**src/verilog/oltc_pkg.sv**
```systemverilog
// package: register map, commands and defaults of the output level and trigger control block
//
// Functional notes
// - up/down command moves the selected immediate voltage by exactly the step size
// - default keyword and reset load the minimum resolution into the step size
// - step query gives stored step; default query gives minimum resolution
// - each output has a pending triggered level, copied only on trigger
// - immediate voltage writes never change the pending triggered level
// - triggered level query returns immediate level until one is programmed
// - protection on and peak above trip level fires crowbar and latches trip
// - protection enable bit is on after reset, reads 0 off, 1 on
// - tripped status reads 1 while latch set and uncleared, else 0
// - clear drops the latch, restores pre-trip output, keeps trip level
// - one range bit per output, low or high, low after reset
// - range query reports the model's low or high range identifier
// - trigger source bus or immediate, volatile, bus after reset
// - trigger delay applies to bus source only, ignored for immediate
// - initiate with immediate source completes a full trigger at once
// - initiate with bus source only arms; bus trigger acts after delay
// - delay 0 to 3600 seconds, min and max map to limits, reset 0
// - software trigger and group execute trigger act alike on selected output
// - wait command stalls further commands until pending trigger completes
// - on completion, opc query puts 1 in output buffer; opc sets event bit 0
// - coupled outputs transfer both pending levels on one trigger; reset uncouples
package oltc_pkg;
   // ==========================================================================
   // register offsets
   localparam logic [7:0] OFF_CTRL   = 8'h00;
   localparam logic [7:0] OFF_VOLT   = 8'h04;
   localparam logic [7:0] OFF_VTRIG  = 8'h08;
   localparam logic [7:0] OFF_STEP   = 8'h0c;
   localparam logic [7:0] OFF_PLEVEL = 8'h10;
   localparam logic [7:0] OFF_DELAY  = 8'h14;
   localparam logic [7:0] OFF_CMD    = 8'h18;
   localparam logic [7:0] OFF_STAT   = 8'h1c;
   localparam logic [7:0] OFF_OBUF   = 8'h20;
   localparam logic [7:0] OFF_ESR    = 8'h24;
   // ==========================================================================
   // field positions
   localparam int CTRL_SEL    = 0;
   localparam int CTRL_COUPLE = 1;
   localparam int CTRL_SRCIMM = 2;
   localparam int CTRL_GUARD  = 3;
   localparam int CTRL_RANGE  = 4;
   localparam int ST_TRIP     = 0;
   localparam int ST_ARMED    = 1;
   localparam int ST_BUSY     = 2;
   localparam int ST_OBUFV    = 3;
   localparam int ST_RID_LO   = 4;
   localparam int ESR_OPC     = 0;
   // ==========================================================================
   // commands, written to the command register low nibble
   typedef enum logic [3:0] {
      OLTC_OP_NOP     = 4'h0,
      OLTC_OP_UP      = 4'h1,
      OLTC_OP_DOWN    = 4'h2,
      OLTC_OP_STEPDEF = 4'h3,
      OLTC_OP_STEPQD  = 4'h4,
      OLTC_OP_INIT    = 4'h5,
      OLTC_OP_TRG     = 4'h6,
      OLTC_OP_CLEAR   = 4'h7,
      OLTC_OP_WAI     = 4'h8,
      OLTC_OP_OPC     = 4'h9,
      OLTC_OP_OPCQ    = 4'ha,
      OLTC_OP_RST     = 4'hb,
      OLTC_OP_DLYMIN  = 4'hc,
      OLTC_OP_DLYMAX  = 4'hd
   } oltc_op_t;
   // ==========================================================================
   // range identifiers (encodings arbitrary)
   localparam logic [1:0] LOW_RANGE_ID_A  = 2'h0;
   localparam logic [1:0] HIGH_RANGE_ID_A = 2'h1;
   localparam logic [1:0] LOW_RANGE_ID_B  = 2'h2;
   localparam logic [1:0] HIGH_RANGE_ID_B = 2'h3;
   // ==========================================================================
   // levels and timing
   localparam int          VW          = 24;
   localparam int          LSB_UV      = 10;
   localparam int          MIN_RES_UV  = 380;
   localparam logic [23:0] STEP_DEF    = 24'(MIN_RES_UV / LSB_UV);
   localparam logic [23:0] VOLT_RST    = 24'h000000;
   localparam logic [23:0] PLEVEL_RST  = 24'h21a2e0;
   localparam int          DW          = 12;
   localparam logic [11:0] DELAY_MIN_S = 12'h000;
   localparam logic [11:0] DELAY_MAX_S = 12'he10;
   localparam int          TICK_S      = 1;
   localparam int          CLK_HZ      = 200000000;
   localparam int          TICK_CYC    = CLK_HZ * TICK_S;
endpackage : oltc_pkg

```
**src/verilog/oltc_top.sv**
```systemverilog
// module: output level, protection and trigger control behind an AHB-Lite slave
//
// Added by the designer: the AHB-Lite register port and the register addresses.
`timescale 1ns/1ps
`default_nettype none
module oltc_top #(
   parameter int          TICK_CYCLES = oltc_pkg::TICK_CYC,
   parameter bit          MODEL_B     = 1'b0,
   parameter logic [23:0] VMAX        = 24'hffffff
) (
   input  wire logic                    hclk,
   input  wire logic                    hresetn,
   input  wire logic                    hsel,
   input  wire logic [31:0]             haddr,
   input  wire logic [1:0]              htrans,
   input  wire logic                    hwrite,
   input  wire logic [2:0]              hsize,
   input  wire logic [31:0]             hwdata,
   input  wire logic                    hready,
   output logic [31:0]                  hrdata,
   output logic                         hreadyout,
   output logic                         hresp,
   input  wire logic                    group_trigger,
   input  wire logic [oltc_pkg::VW-1:0] peak_v0,
   input  wire logic [oltc_pkg::VW-1:0] peak_v1,
   output logic [oltc_pkg::VW-1:0]      out_set_v0,
   output logic [oltc_pkg::VW-1:0]      out_set_v1,
   output logic [1:0]                   crowbar_switch,
   output logic [1:0]                   range_high
);
   import oltc_pkg::*;

   // ==========================================================================
   // bus slave
   logic            ph_wr_q, ph_rd_q;
   logic [7:0]      ph_addr_q;
   logic            stall;
   logic            wr_fire, rd_fire;
   logic            acc;

   assign acc = hsel && htrans[1] && hready;
   assign hresp = 1'b0;
   assign hreadyout = !stall;
   assign wr_fire = ph_wr_q && !stall;
   assign rd_fire = ph_rd_q;

   always_ff @(posedge hclk or negedge hresetn) begin
      if (!hresetn) begin
         ph_wr_q   <= 1'b0;
         ph_rd_q   <= 1'b0;
         ph_addr_q <= 8'h00;
      end else if (!stall) begin
         ph_wr_q   <= acc && hwrite;
         ph_rd_q   <= acc && !hwrite;
         ph_addr_q <= haddr[7:0];
      end
   end

   function automatic logic hit(input logic [7:0] a, input logic [7:0] off);
      return a == off;
   endfunction : hit

   // ==========================================================================
   // command decode
   oltc_op_t  op;
   logic      cmd_we;
   logic      soft_rst;
   logic      fire;
   logic      busy_q;
   logic      armed_q;
   logic      wai_q;
   logic      sel_q, couple_q, srcimm_q;
   logic [1:0] gt_sync_q;
   logic       gt_prev_q;
   logic       bus_trg;

   assign cmd_we   = wr_fire && hit(ph_addr_q, OFF_CMD);
   assign op       = oltc_op_t'(hwdata[3:0]);
   assign soft_rst = cmd_we && op == OLTC_OP_RST;
   // a command arriving while a wait is outstanding holds the bus
   assign stall    = ph_wr_q && hit(ph_addr_q, OFF_CMD) && wai_q && busy_q;

   // group execute trigger pin, synchronised then edge detected
   always_ff @(posedge hclk or negedge hresetn) begin
      if (!hresetn) begin
         gt_sync_q <= 2'b00;
         gt_prev_q <= 1'b0;
      end else begin
         gt_sync_q <= {gt_sync_q[0], group_trigger};
         gt_prev_q <= gt_sync_q[1];
      end
   end
   assign bus_trg = (cmd_we && op == OLTC_OP_TRG) || (gt_sync_q[1] && !gt_prev_q);

   // ==========================================================================
   // global configuration
   always_ff @(posedge hclk or negedge hresetn) begin
      if (!hresetn) begin
         sel_q    <= 1'b0;
         couple_q <= 1'b0;
         srcimm_q <= 1'b0;
      end else if (soft_rst) begin
         sel_q    <= 1'b0;
         couple_q <= 1'b0;
         srcimm_q <= 1'b0;
      end else if (wr_fire && hit(ph_addr_q, OFF_CTRL)) begin
         sel_q    <= hwdata[CTRL_SEL];
         couple_q <= hwdata[CTRL_COUPLE];
         srcimm_q <= hwdata[CTRL_SRCIMM];
      end
   end

   // ==========================================================================
   // trigger delay, seconds tick and arm state
   logic [DW-1:0] delay_q, cnt_q;
   logic [31:0]   div_q;
   logic          tick;
   logic          init_cmd;

   assign init_cmd = cmd_we && op == OLTC_OP_INIT;
   assign tick     = div_q == 32'(TICK_CYCLES - 1);

   always_ff @(posedge hclk or negedge hresetn) begin
      if (!hresetn) begin
         delay_q <= DELAY_MIN_S;
      end else if (soft_rst) begin
         delay_q <= DELAY_MIN_S;
      end else if (cmd_we && op == OLTC_OP_DLYMIN) begin
         delay_q <= DELAY_MIN_S;
      end else if (cmd_we && op == OLTC_OP_DLYMAX) begin
         delay_q <= DELAY_MAX_S;
      end else if (wr_fire && hit(ph_addr_q, OFF_DELAY)) begin
         // out of range values clamp to the maximum
         delay_q <= (hwdata[31:DW] != '0 || hwdata[DW-1:0] > DELAY_MAX_S)
                    ? DELAY_MAX_S : hwdata[DW-1:0];
      end
   end

   always_ff @(posedge hclk or negedge hresetn) begin
      if (!hresetn) begin
         armed_q <= 1'b0;
         busy_q  <= 1'b0;
         cnt_q   <= '0;
         div_q   <= 32'h00000000;
      end else if (soft_rst) begin
         armed_q <= 1'b0;
         busy_q  <= 1'b0;
         cnt_q   <= '0;
         div_q   <= 32'h00000000;
      end else if (busy_q) begin
         div_q <= tick ? 32'h00000000 : div_q + 32'h00000001;
         if (cnt_q == '0) begin
            busy_q <= 1'b0;
         end else if (tick) begin
            cnt_q <= cnt_q - DW'(1);
         end
      end else if (init_cmd && !srcimm_q) begin
         armed_q <= 1'b1;
      end else if (bus_trg && armed_q && !srcimm_q) begin
         armed_q <= 1'b0;
         busy_q  <= 1'b1;
         cnt_q   <= delay_q;
         div_q   <= 32'h00000000;
      end
   end
   // unarmed or immediate-source bus triggers fall through and do nothing
   assign fire = (busy_q && cnt_q == '0) || (init_cmd && srcimm_q);

   // ==========================================================================
   // wait and operation complete
   logic       opc_wait_q, opcq_wait_q;
   logic [7:0] esr_q;
   logic [31:0] obuf_q;
   logic        obuf_v_q;
   logic        done;

   assign done = !busy_q;

   always_ff @(posedge hclk or negedge hresetn) begin
      if (!hresetn) begin
         wai_q <= 1'b0;
      end else if (soft_rst) begin
         wai_q <= 1'b0;
      end else if (cmd_we && op == OLTC_OP_WAI) begin
         wai_q <= 1'b1;
      end else if (done) begin
         wai_q <= 1'b0;
      end
   end

   always_ff @(posedge hclk or negedge hresetn) begin
      if (!hresetn) begin
         opc_wait_q <= 1'b0;
         esr_q      <= 8'h00;
      end else if (soft_rst) begin
         opc_wait_q <= 1'b0;
         esr_q      <= 8'h00;
      end else begin
         opc_wait_q <= (opc_wait_q || (cmd_we && op == OLTC_OP_OPC)) && !done;
         if ((opc_wait_q || (cmd_we && op == OLTC_OP_OPC)) && done) begin
            esr_q[ESR_OPC] <= 1'b1;
         end else if (rd_fire && hit(ph_addr_q, OFF_ESR)) begin
            esr_q <= 8'h00;
         end
      end
   end

   // output buffer: loaded by queries, emptied by reading it
   always_ff @(posedge hclk or negedge hresetn) begin
      if (!hresetn) begin
         opcq_wait_q <= 1'b0;
         obuf_q      <= 32'h00000000;
         obuf_v_q    <= 1'b0;
      end else if (soft_rst) begin
         opcq_wait_q <= 1'b0;
         obuf_q      <= 32'h00000000;
         obuf_v_q    <= 1'b0;
      end else begin
         opcq_wait_q <= (opcq_wait_q || (cmd_we && op == OLTC_OP_OPCQ)) && !done;
         if ((opcq_wait_q || (cmd_we && op == OLTC_OP_OPCQ)) && done) begin
            obuf_q   <= 32'h00000001;
            obuf_v_q <= 1'b1;
         end else if (cmd_we && op == OLTC_OP_STEPQD) begin
            obuf_q   <= {8'h00, STEP_DEF};
            obuf_v_q <= 1'b1;
         end else if (rd_fire && hit(ph_addr_q, OFF_OBUF)) begin
            obuf_v_q <= 1'b0;
         end
      end
   end

   // ==========================================================================
   // per-output level, protection and range state
   logic [VW-1:0] vimm_q [2];
   logic [VW-1:0] vtrig_q [2];
   logic [VW-1:0] step_q [2];
   logic [VW-1:0] plevel_q [2];
   logic [1:0]    tprog_q, guard_q, trip_q, range_q;
   logic [VW-1:0] peak_s1_q [2];
   logic [VW-1:0] peak_s2_q [2];
   logic [VW-1:0] peak_in [2];

   assign peak_in[0] = peak_v0;
   assign peak_in[1] = peak_v1;

   generate
      for (genvar g = 0; g < 2; g++) begin : g_out
         logic tgt;
         logic wsel;
         logic [VW:0] up_sum;
         assign wsel   = sel_q == 1'(g);
         assign tgt    = wsel || couple_q;
         assign up_sum = {1'b0, vimm_q[g]} + {1'b0, step_q[g]};

         always_ff @(posedge hclk or negedge hresetn) begin
            if (!hresetn) begin
               peak_s1_q[g] <= '0;
               peak_s2_q[g] <= '0;
            end else begin
               peak_s1_q[g] <= peak_in[g];
               peak_s2_q[g] <= peak_s1_q[g];
            end
         end

         // immediate level
         always_ff @(posedge hclk or negedge hresetn) begin
            if (!hresetn) begin
               vimm_q[g] <= VOLT_RST;
            end else if (soft_rst) begin
               vimm_q[g] <= VOLT_RST;
            end else if (fire && tgt) begin
               vimm_q[g] <= tprog_q[g] ? vtrig_q[g] : vimm_q[g];
            end else if (wsel && wr_fire && hit(ph_addr_q, OFF_VOLT)) begin
               vimm_q[g] <= hwdata[VW-1:0];
            end else if (wsel && cmd_we && op == OLTC_OP_UP) begin
               // a step past the top is refused, level stays
               if (up_sum <= {1'b0, VMAX}) begin
                  vimm_q[g] <= up_sum[VW-1:0];
               end
            end else if (wsel && cmd_we && op == OLTC_OP_DOWN) begin
               if (vimm_q[g] >= step_q[g]) begin
                  vimm_q[g] <= vimm_q[g] - step_q[g];
               end
            end
         end

         // pending triggered level, untouched by immediate writes
         always_ff @(posedge hclk or negedge hresetn) begin
            if (!hresetn) begin
               vtrig_q[g] <= VOLT_RST;
               tprog_q[g] <= 1'b0;
            end else if (soft_rst) begin
               vtrig_q[g] <= VOLT_RST;
               tprog_q[g] <= 1'b0;
            end else if (wsel && wr_fire && hit(ph_addr_q, OFF_VTRIG)) begin
               vtrig_q[g] <= hwdata[VW-1:0];
               tprog_q[g] <= 1'b1;
            end
         end

         always_ff @(posedge hclk or negedge hresetn) begin
            if (!hresetn) begin
               step_q[g] <= STEP_DEF;
            end else if (soft_rst) begin
               step_q[g] <= STEP_DEF;
            end else if (wsel && cmd_we && op == OLTC_OP_STEPDEF) begin
               step_q[g] <= STEP_DEF;
            end else if (wsel && wr_fire && hit(ph_addr_q, OFF_STEP)) begin
               step_q[g] <= hwdata[VW-1:0];
            end
         end

         always_ff @(posedge hclk or negedge hresetn) begin
            if (!hresetn) begin
               plevel_q[g] <= PLEVEL_RST;
               guard_q[g]  <= 1'b1;
               range_q[g]  <= 1'b0;
            end else if (soft_rst) begin
               plevel_q[g] <= PLEVEL_RST;
               guard_q[g]  <= 1'b1;
               range_q[g]  <= 1'b0;
            end else begin
               if (wsel && wr_fire && hit(ph_addr_q, OFF_PLEVEL)) begin
                  plevel_q[g] <= hwdata[VW-1:0];
               end
               if (wsel && wr_fire && hit(ph_addr_q, OFF_CTRL)) begin
                  guard_q[g] <= hwdata[CTRL_GUARD];
                  range_q[g] <= hwdata[CTRL_RANGE];
               end
            end
         end

         // trip latch: an overvoltage seen during a clear keeps it set
         always_ff @(posedge hclk or negedge hresetn) begin
            if (!hresetn) begin
               trip_q[g] <= 1'b0;
            end else if (guard_q[g] && peak_s2_q[g] > plevel_q[g]) begin
               trip_q[g] <= 1'b1;
            end else if (soft_rst || (wsel && cmd_we && op == OLTC_OP_CLEAR)) begin
               trip_q[g] <= 1'b0;
            end
         end
      end
   endgenerate

   // the setting is kept while tripped, so clearing restores it as it was
   always_ff @(posedge hclk or negedge hresetn) begin
      if (!hresetn) begin
         out_set_v0     <= '0;
         out_set_v1     <= '0;
         crowbar_switch <= 2'b00;
         range_high     <= 2'b00;
      end else begin
         out_set_v0     <= trip_q[0] ? '0 : vimm_q[0];
         out_set_v1     <= trip_q[1] ? '0 : vimm_q[1];
         crowbar_switch <= trip_q;
         range_high     <= range_q;
      end
   end

   // ==========================================================================
   // read data
   logic [1:0]  rid;
   logic [31:0] rd_d;

   assign rid = range_q[sel_q] ? (MODEL_B ? HIGH_RANGE_ID_B : HIGH_RANGE_ID_A)
                               : (MODEL_B ? LOW_RANGE_ID_B : LOW_RANGE_ID_A);

   always_comb begin
      rd_d = 32'h00000000;
      if (hit(haddr[7:0], OFF_CTRL)) begin
         rd_d[CTRL_SEL]    = sel_q;
         rd_d[CTRL_COUPLE] = couple_q;
         rd_d[CTRL_SRCIMM] = srcimm_q;
         rd_d[CTRL_GUARD]  = guard_q[sel_q];
         rd_d[CTRL_RANGE]  = range_q[sel_q];
      end else if (hit(haddr[7:0], OFF_VOLT)) begin
         rd_d[VW-1:0] = vimm_q[sel_q];
      end else if (hit(haddr[7:0], OFF_VTRIG)) begin
         rd_d[VW-1:0] = tprog_q[sel_q] ? vtrig_q[sel_q] : vimm_q[sel_q];
      end else if (hit(haddr[7:0], OFF_STEP)) begin
         rd_d[VW-1:0] = step_q[sel_q];
      end else if (hit(haddr[7:0], OFF_PLEVEL)) begin
         rd_d[VW-1:0] = plevel_q[sel_q];
      end else if (hit(haddr[7:0], OFF_DELAY)) begin
         rd_d[DW-1:0] = delay_q;
      end else if (hit(haddr[7:0], OFF_STAT)) begin
         rd_d[ST_TRIP]             = trip_q[sel_q];
         rd_d[ST_ARMED]            = armed_q;
         rd_d[ST_BUSY]             = busy_q;
         rd_d[ST_OBUFV]            = obuf_v_q;
         rd_d[ST_RID_LO+1:ST_RID_LO] = rid;
      end else if (hit(haddr[7:0], OFF_OBUF)) begin
         rd_d = obuf_q;
      end else if (hit(haddr[7:0], OFF_ESR)) begin
         rd_d[7:0] = esr_q;
      end
   end

   always_ff @(posedge hclk or negedge hresetn) begin
      if (!hresetn) begin
         hrdata <= 32'h00000000;
      end else if (acc && !hwrite && !stall) begin
         hrdata <= rd_d;
      end
   end
endmodule : oltc_top
`default_nettype wire

```
**config.mk**
```make
export PLATFORM = sky130hd
export DESIGN_NAME = oltc_top
export DESIGN_NICKNAME = d
export VERILOG_FILES = /design/src/verilog/oltc_pkg.sv /design/src/verilog/oltc_top.sv
export SDC_FILE = /design/constraint.sdc
export NUM_CORES = 1
export LEC_CHECK = 0
export BUFFER_PORTS_ARGS = -buffer_cell sky130_fd_sc_hd__buf_2
export CAP_MARGIN = 20
export CORE_ASPECT_RATIO = 1.4
export CORE_MARGIN = 2
export CORE_UTILIZATION = 50
export DETAILED_ROUTE_END_ITERATION = 12
export HOLD_SLACK_MARGIN = 0.15
export PLACE_DENSITY = 0.74
export SYNTH_ARGS = -nofsm -noshare
export SYNTH_HDL_FRONTEND = slang
export SYNTH_SLANG_ARGS = --single-unit
```
**constraint.sdc**
```tcl
create_clock -name hclk -period 2.86 [get_ports hclk]
set_input_delay 0.143 -clock hclk [delete_from_list [all_inputs] [get_ports hclk]]
set_output_delay 0.143 -clock hclk [all_outputs]
set_load 0.03 [all_outputs]
```
==> metrics.csv, run 1 <==
metric,value,unit
post-route-drc-count,0,
violations,negative setup slack,
dr.first_iter.drc_count,3050,
met3_length,10180,um
post_synth_num_cell_types,98,
cts_tree,yes,
cp.required,3330,ps
vias,28050,
post-synth-top-area-cell,sky130_fd_sc_hd__dfrtp_1,
cp-endpoint,vimm_q[1]$_DFFE_PN0P_,
antenna_found_initial,7,
post_route_cells_drive_above_1_share,28.41,%
global_route.usage.total,38.21,%
synth_top_area_share,39.29,%
crit_top_cell,sky130_fd_sc_hd__inv_2,
run_status,"finished, violations left",
grt_remaining_overflow,0,
clock_power_share,23.5,%
vias_per_cell,6.199,
start_util,50.51,%
setup.worst_path.class,flip-flop to flip-flop,
syn-mean-instance-area,8.726,um2
maxClockFrequency,315.5,MHz
critical_path.max_fanout,3,
vdd_drop_max,0.6259,mV
grt_pass1_wl,163400,um
cts.sink_count,453,
final.min_clock_period,3170,ps
highest-signal-layer,met5,
grt_pass1_vias,27340,
ranking_of_synthesized_cells_by_area,"sky130_fd_sc_hd__dfrtp_1 39%, sky130_fd_sc_hd__ha_1 6.7%, sky130_fd_sc_hd__a21oi_1 5.9%",
timing.critical_path.to_type,flip-flop,
largest_net_degree_at_the_start_of_global_routing,90,
cellLeakagePower,17.21,nW
met1_length,38780,um
synthCells,3131,
power_switching,10.49,mW
clk_pin_slew_worst_paths,70,ps
hpwlAfterDp,82500,um
detail_route.wirelength,110900,um
synthesis.yosys.warnings,0,
layout_common_cells,"488 x sky130_fd_sc_hd__buf_4, 422 x sky130_fd_sc_hd__dfrtp_1, 406 x sky130_fd_sc_hd__nand2_1, 315 x sky130_fd_sc_hd__a21oi_1, 222 x sky130_fd_sc_hd__nor2_1",
internal_power,16.55,mW
fp-row-count,101,
worst_slew_margin_rel,36.07,%
cpLargestDelayFamily,compound AO/OA/AOI/OAI gates,
clock_tree.buffer_depth,3,
power,27.04,mW
floorplan.die.height,280.6,um
min_period_over_period,110.8,%
reg2reg_capture_point,vimm_q[1]$_DFFE_PN0P_,
final_report_setup_violation_count,47,
die_w,201.6,um
coreArea,54090,um2
top_flip_flop_cell_by_instance_count_after_synthesis,sky130_fd_sc_hd__dfrtp_1,
root_buffer_cell,sky130_fd_sc_hd__clkbuf_16,
cp_num_cells,13,
synth.ff_latch_count,453,
detailedRoute.firstPassIterationCount,5,
cap_viol_max_count,0,
gp_routability_congestion,1.069,
switching_share,38.79,%
power.share.combinational,47.9,%
clk-insertion-delay-late,610,ps
rsz0062_at_grt,true,
power_frac_seq,28.6,%
worstSetupStartpoint,vimm_q[0]$_DFFE_PN0P_,
detailroute.wirelength.met2,51450,um
fin_nets,4038,
h-tree-depth,2,
clock_skew,27.20,ps
die-area,56550,um2
min-delay-path-class,input port to flip-flop,
final_antenna_net_count,0,
synth_enable_flop_cells,0,
buffers_added_on_ports,171,
post_drt_wl_per_cell,24.51,um
hold_viol,0,
crit-reg2reg-launch,vimm_q[0]$_DFFE_PN0P_,
most_common_library_cell_in_the_layout_ignoring_fill_and_taps,sky130_fd_sc_hd__buf_4,
seq_area_frac_synth,41.60,%
worst_r2r_path_depth,13,
timing.critical_path.cells,inv_2 -> ha_4 -> inv_2 -> fa_2 -> a211oi_4 -> o211ai_1 -> a221o_1 -> a21o_1 -> a21oi_2 -> a2111oi_2 -> o21ai_2 -> nand3_2 -> mux2_2,
finalMaxSlewViolations,0,
syn-cell-area,27320,um2
fraction_of_registers_with_async_set_reset,100.0,%
critical_path_arrival,3640,ps
timing.critical_path.from_type,flip-flop,
tightest_slew,959.0,ps
timing.final.ws_setup,-309.7,ps
power_density,743.3,nW/um2
design.portCount,209,
critPathBufInv,2,
numCtsBuffers,45,
syn2layout_area_growth,33.14,%
cp_slowest_stage_delay,390,ps
ff2ff_setup_slack,-310,ps
cell_with_the_largest_stage_delay_on_the_worst_path,sky130_fd_sc_hd__dfrtp_1,
final_core_utilization,67.26,%
-- worst reg2reg max path, cell delays in order (launching register included) --
cell and delay [ps]:
sky130_fd_sc_hd__dfrtp_1 390, sky130_fd_sc_hd__inv_2 90, sky130_fd_sc_hd__ha_4 140, sky130_fd_sc_hd__inv_2 30
sky130_fd_sc_hd__fa_2 360, sky130_fd_sc_hd__a211oi_4 260, sky130_fd_sc_hd__o211ai_1 170, sky130_fd_sc_hd__a221o_1 370
sky130_fd_sc_hd__a21o_1 200, sky130_fd_sc_hd__a21oi_2 190, sky130_fd_sc_hd__a2111oi_2 100, sky130_fd_sc_hd__o21ai_2 220
sky130_fd_sc_hd__nand3_2 210, sky130_fd_sc_hd__mux2_2 310
-- cells in the mapped netlist (28+ instances only) --
cell type                    n
sky130_fd_sc_hd__mux2_2     28
sky130_fd_sc_hd__dfrtp_1   429
sky130_fd_sc_hd__clkbuf_1  150
sky130_fd_sc_hd__nand3_1    75
sky130_fd_sc_hd__ha_1      146
sky130_fd_sc_hd__o21ai_0   151
sky130_fd_sc_hd__nor2_1    238
sky130_fd_sc_hd__o22ai_1    41
sky130_fd_sc_hd__mux2i_1    85
sky130_fd_sc_hd__o31ai_1    30
sky130_fd_sc_hd__nand2b_1   34
sky130_fd_sc_hd__nand2_1   411
sky130_fd_sc_hd__o211ai_1   38
sky130_fd_sc_hd__a21oi_1   324
sky130_fd_sc_hd__a211oi_1   54
sky130_fd_sc_hd__inv_1     159
sky130_fd_sc_hd__buf_2      29
sky130_fd_sc_hd__nor4_1     29
sky130_fd_sc_hd__nor2b_1    91
sky130_fd_sc_hd__nand4_1    32
sky130_fd_sc_hd__nor3_1     47
-- state kept, by name, indices dropped and copies added, names as in the netlist, 2 cells and up --
signal          count
vimm_q             48
crowbar_switch      2
tprog_q             2
range_high          2
gt_sync_q           2
div_q              32
delay_q            12
obuf_q              2
peak_s2_q          48
trip_q              2
plevel_q           48
out_set_v0         24
range_q             2
vtrig_q            48
out_set_v1         24
hrdata             24
peak_s1_q          48
step_q             48
guard_q             2
cnt_q              12
ph_addr_q           8
-- per-stage QoR --
| step | worst slack, ps | setup TNS [ps] | hold slack, ps | cells | instance area [um2] |
|---|---|---|---|---|---|
| 4_1_cts | -265.5 | -5824 | 171.2 | 4496 | 35470 |
| 3_3_place_gp | -351.4 | -11020 | 115.0 | 4305 | 32320 |
| 6_report | -309.7 | -7355 | 185.1 | 4525 | 36380 |
| 3_5_place_dp | -353.2 | -13240 | 113.5 | 4306 | 32320 |
| 2_1_floorplan | -76.69 | -788.3 | -152.6 | 3139 | 27430 |
| 5_1_grt | -368.0 | -11660 | 188.0 | 4523 | 36370 |
-- how the worst min path moves through the flow --
stage	start	to	slack, ps	depth (start not counted)
after floorplan	hresetn	armed_q$_DFFE_PN0P_	-150	0
after global placement	hresetn	cnt_q[5]$_DFFE_PN0P_	110	1
after detailed placement	hresetn	cnt_q[4]$_DFFE_PN0P_	110	1
after CTS	peak_v1[3]	peak_s1_q[3]$_DFF_PN0_	170	2
after global routing	peak_v1[20]	peak_s1_q[20]$_DFF_PN0_	190	2
final	peak_v1[0]	peak_s1_q[0]$_DFF_PN0_	190	2
-- timing repair --
action	in CTS	in global routing
pin swaps	68	85
hold buffers	84	0
setup endpoints to repair	48	88
setup buffers	21	29
gates cloned	3	1
resized for setup	109	154
endpoints found under the hold margin	663	0
-- cells by family (layout without fill, tap and decap cells) --
group,Yosys count,in the layout,synth area share [%]
buf+inv,381,1044,5.683
simple gates,1092,1092,19.14
mux,116,116,4.515
fa+ha+maj,150,150,6.979
xor+xnor,39,39,1.250
flops,453,453,41.60
other cells,1,11,0.01373
compound gates,899,899,20.82
-- cell type report --
class                   count  area [um2]
fillers                  4323       17710
flip-flops and latches    453       11380
diodes                      2       5.005
well taps                 721       902.1
multi-input cells        2305       15680
clock inverters            21       232.7
clock buffers              63        1316
inverters                 161       604.3
repair buffers            799        6264
-- layer usage --
metal | GRT usage (%) | vias up
li1 | - | 12360
met1 | 43.95 | 13410
met2 | 62.55 | 1714
met3 | 8.037 | 560
met4 | 29.24 | 10
met5 | 0 | -
-- power groups by stage --
stage	Sequential [mW]	Combinational, mW	Clock [mW]
after detailed placement	7.76	10.9	0
after global routing	7.79	13.7	6.63
after global placement	7.74	10.8	0
after CTS	7.68	11.7	6.36
after floorplan	7.93	5.61	0
final	7.74	13.0	6.35
No activity file was read; power rests on OpenSTA's default activity.
==> run 2, diff against run 1 <==
- BUFFER_PORTS_ARGS: -buffer_cell sky130_fd_sc_hd__buf_2 -> -buffer_cell sky130_fd_sc_hd__clkbuf_2
- PLACE_DENSITY: 0.74 -> not set
- PLACE_DENSITY_LB_ADDON: not set -> 0.08
==> metrics.csv, run 2 (synthesis gave the netlist of run 1 again) <==
metric,value,unit
run_status,"finished, violations left",
violations,negative setup slack,
post_drt_wl_per_cell,26.00,um
clock_tree.buffer_depth,3,
critPathBufInv,3,
vias_per_cell,6.228,
final-seq-area,11370,um2
post_route_cells_drive_above_1_share,27.06,%
power_switching,10.82,mW
timing.critical_path.to_type,flip-flop,
global_route.usage.total,41.02,%
final_report_setup_violation_count,45,
cap_viol_max_count,0,
timing.critical_path.from_type,flip-flop,
min-delay-path-class,input port to flip-flop,
antenna_found_initial,7,
largest_net_degree_at_the_start_of_global_routing,89,
timing.final.ws_setup,-386.6,ps
worst_r2r_path_depth,14,
detailedRoute.firstPassIterationCount,6,
power_frac_seq,28.1,%
setup_total_negative_slack,-8930,ps
dr.first_iter.drc_count,2689,
timing.critical_path.cells,buf_6 -> ha_4 -> inv_2 -> fa_2 -> a211oi_2 -> o211ai_1 -> a221o_1 -> a21o_1 -> a21oi_2 -> a2111oi_2 -> o21ai_2 -> buf_6 -> nand3_4 -> mux2_2,
buffers_added_on_ports,171,
cpLargestDelayFamily,compound AO/OA/AOI/OAI gates,
hpwlAfterDp,86370,um
fin_nets,4011,
fill_cell_count,4343,
clock_power_share,25.6,%
cell_with_the_largest_stage_delay_on_the_worst_path,sky130_fd_sc_hd__dfrtp_1,
root_buffer_cell,sky130_fd_sc_hd__clkbuf_16,
cts.sink_count,453,
clk_pin_slew_worst_paths,70,ps
tightest_slew,979.4,ps
setup.worst_path.class,flip-flop to flip-flop,
cellLeakagePower,17.13,nW
finalMaxSlewViolations,0,
grt_remaining_overflow,0,
fp-row-count,101,
cp_slowest_stage_delay,410,ps
syn2layout_area_growth,33.56,%
start_util,50.51,%
detail_route.wirelength,117100,um
cell_count_of_the_worst_hold_path,2,
clock_skew,30.93,ps
dpl_worst_slack,-461.4,ps
power_density,755.0,nW/um2
critical_path_arrival,3760,ps
cts_tree,yes,
rsz0062_at_grt,true,
layout_common_cells,"436 x sky130_fd_sc_hd__buf_4, 426 x sky130_fd_sc_hd__dfrtp_1, 400 x sky130_fd_sc_hd__nand2_1, 316 x sky130_fd_sc_hd__a21oi_1, 224 x sky130_fd_sc_hd__nor2_1",
cp_num_cells,14,
multiInputGateArea,15770,um2
coreArea,54090,um2
design.portCount,209,
die_w,201.6,um
cp.required,3370,ps
grt_pass1_wl,174700,um
post-route-drc-count,0,
critical_path.max_fanout,4,
switching_share,39.26,%
worst_slew_margin_rel,34.71,%
final.min_clock_period,3247,ps
crit_top_cell,sky130_fd_sc_hd__buf_6,
grt_pass1_vias,28510,
clk-insertion-delay-late,630,ps
hold_viol,0,
vias,28040,
internal_power,16.74,mW
min_period_over_period,113.5,%
gp_routability_congestion,1.141,
power.share.combinational,46.3,%
most_common_library_cell_in_the_layout_ignoring_fill_and_taps,sky130_fd_sc_hd__buf_4,
final_antenna_net_count,0,
floorplan.die.height,280.6,um
h-tree-depth,2,
maxClockFrequency,308.0,MHz
numCtsBuffers,47,
die-area,56550,um2
vdd_drop_max,0.5428,mV
==> run 2: final cells by class <==
type / count / area share [%]
clock buffer: 59 / 3.621
sequential: 453 / 31.16
multi-input combinational: 2305 / 43.21
antenna: 4 / 0.02743
tap: 721 / 2.472
clock inverter: 29 / 1.217
inverter: 161 / 1.656
timing repair buffer: 770 / 16.63
==> run 2: per-layer routing <==
layer | wire length [um] | part of all wire (%) | vias up | track usage [%]
li1 | - | - | 12290 | -
met1 | 41570 | 36 | 13640 | 46.48
met2 | 54740 | 47 | 1584 | 68.29
met3 | 9656 | 8.2 | 517 | 8.235
met4 | 11040 | 9.4 | 6 | 31.28
met5 | 45 | 0.038 | - | 0
==> run 2: worst paths after layout <==
kind | startpoint | to | slack [ps]
setup / recovery | step_q[0]$_DFFE_PN0P_ | vimm_q[1]$_DFFE_PN0P_ | -390
hold / removal | peak_v1[19] | peak_s1_q[19]$_DFF_PN0_ | 160
setup reg to reg | step_q[0]$_DFFE_PN0P_ | vimm_q[1]$_DFFE_PN0P_ | -390
hold reg to reg | peak_s1_q[10]$_DFF_PN0_ | peak_s2_q[10]$_DFF_PN0_ | 340
max in group asynchronous | hresetn | plevel_q[29]$_DFFE_PN1P_ | 1450
min in group asynchronous | hresetn | esr_q[0]$_DFFE_PN0P_ | 720
==> run 2: metrics by stage <==
step	cell area (um2)	instances	hold WS [ps]	util, %	power (mW)
finish	36490	4502	156.3	67.47	27.55
global route	36480	4498	164.3	67.45	28.64
CTS	35790	4488	150.1	66.18	26.50
detailed placement	31960	4264	43.25	59.08	18.56
global placement	31950	4262	39.80	59.06	18.50
floorplan	27430	3139	-152.6	-	13.54
==> run 2: what timing repair did <==
action,in CTS,in global routing
hold buffers,115,0
setup buffers,19,16
hold endpoints to repair,681,0
resized for setup,137,122
pin swaps,45,67
setup endpoints to repair,49,65
cloned,3,0
==> run 2: power by group through the flow <==
stage / logic (mW) / clock network [mW] / registers [mW]
floorplan: 5.61 / 0 / 7.93
finish: 12.7 / 7.05 / 7.75
global placement: 10.7 / 0 / 7.76
global route: 13.5 / 7.34 / 7.82
CTS: 11.7 / 7.06 / 7.70
detailed placement: 10.8 / 0 / 7.78
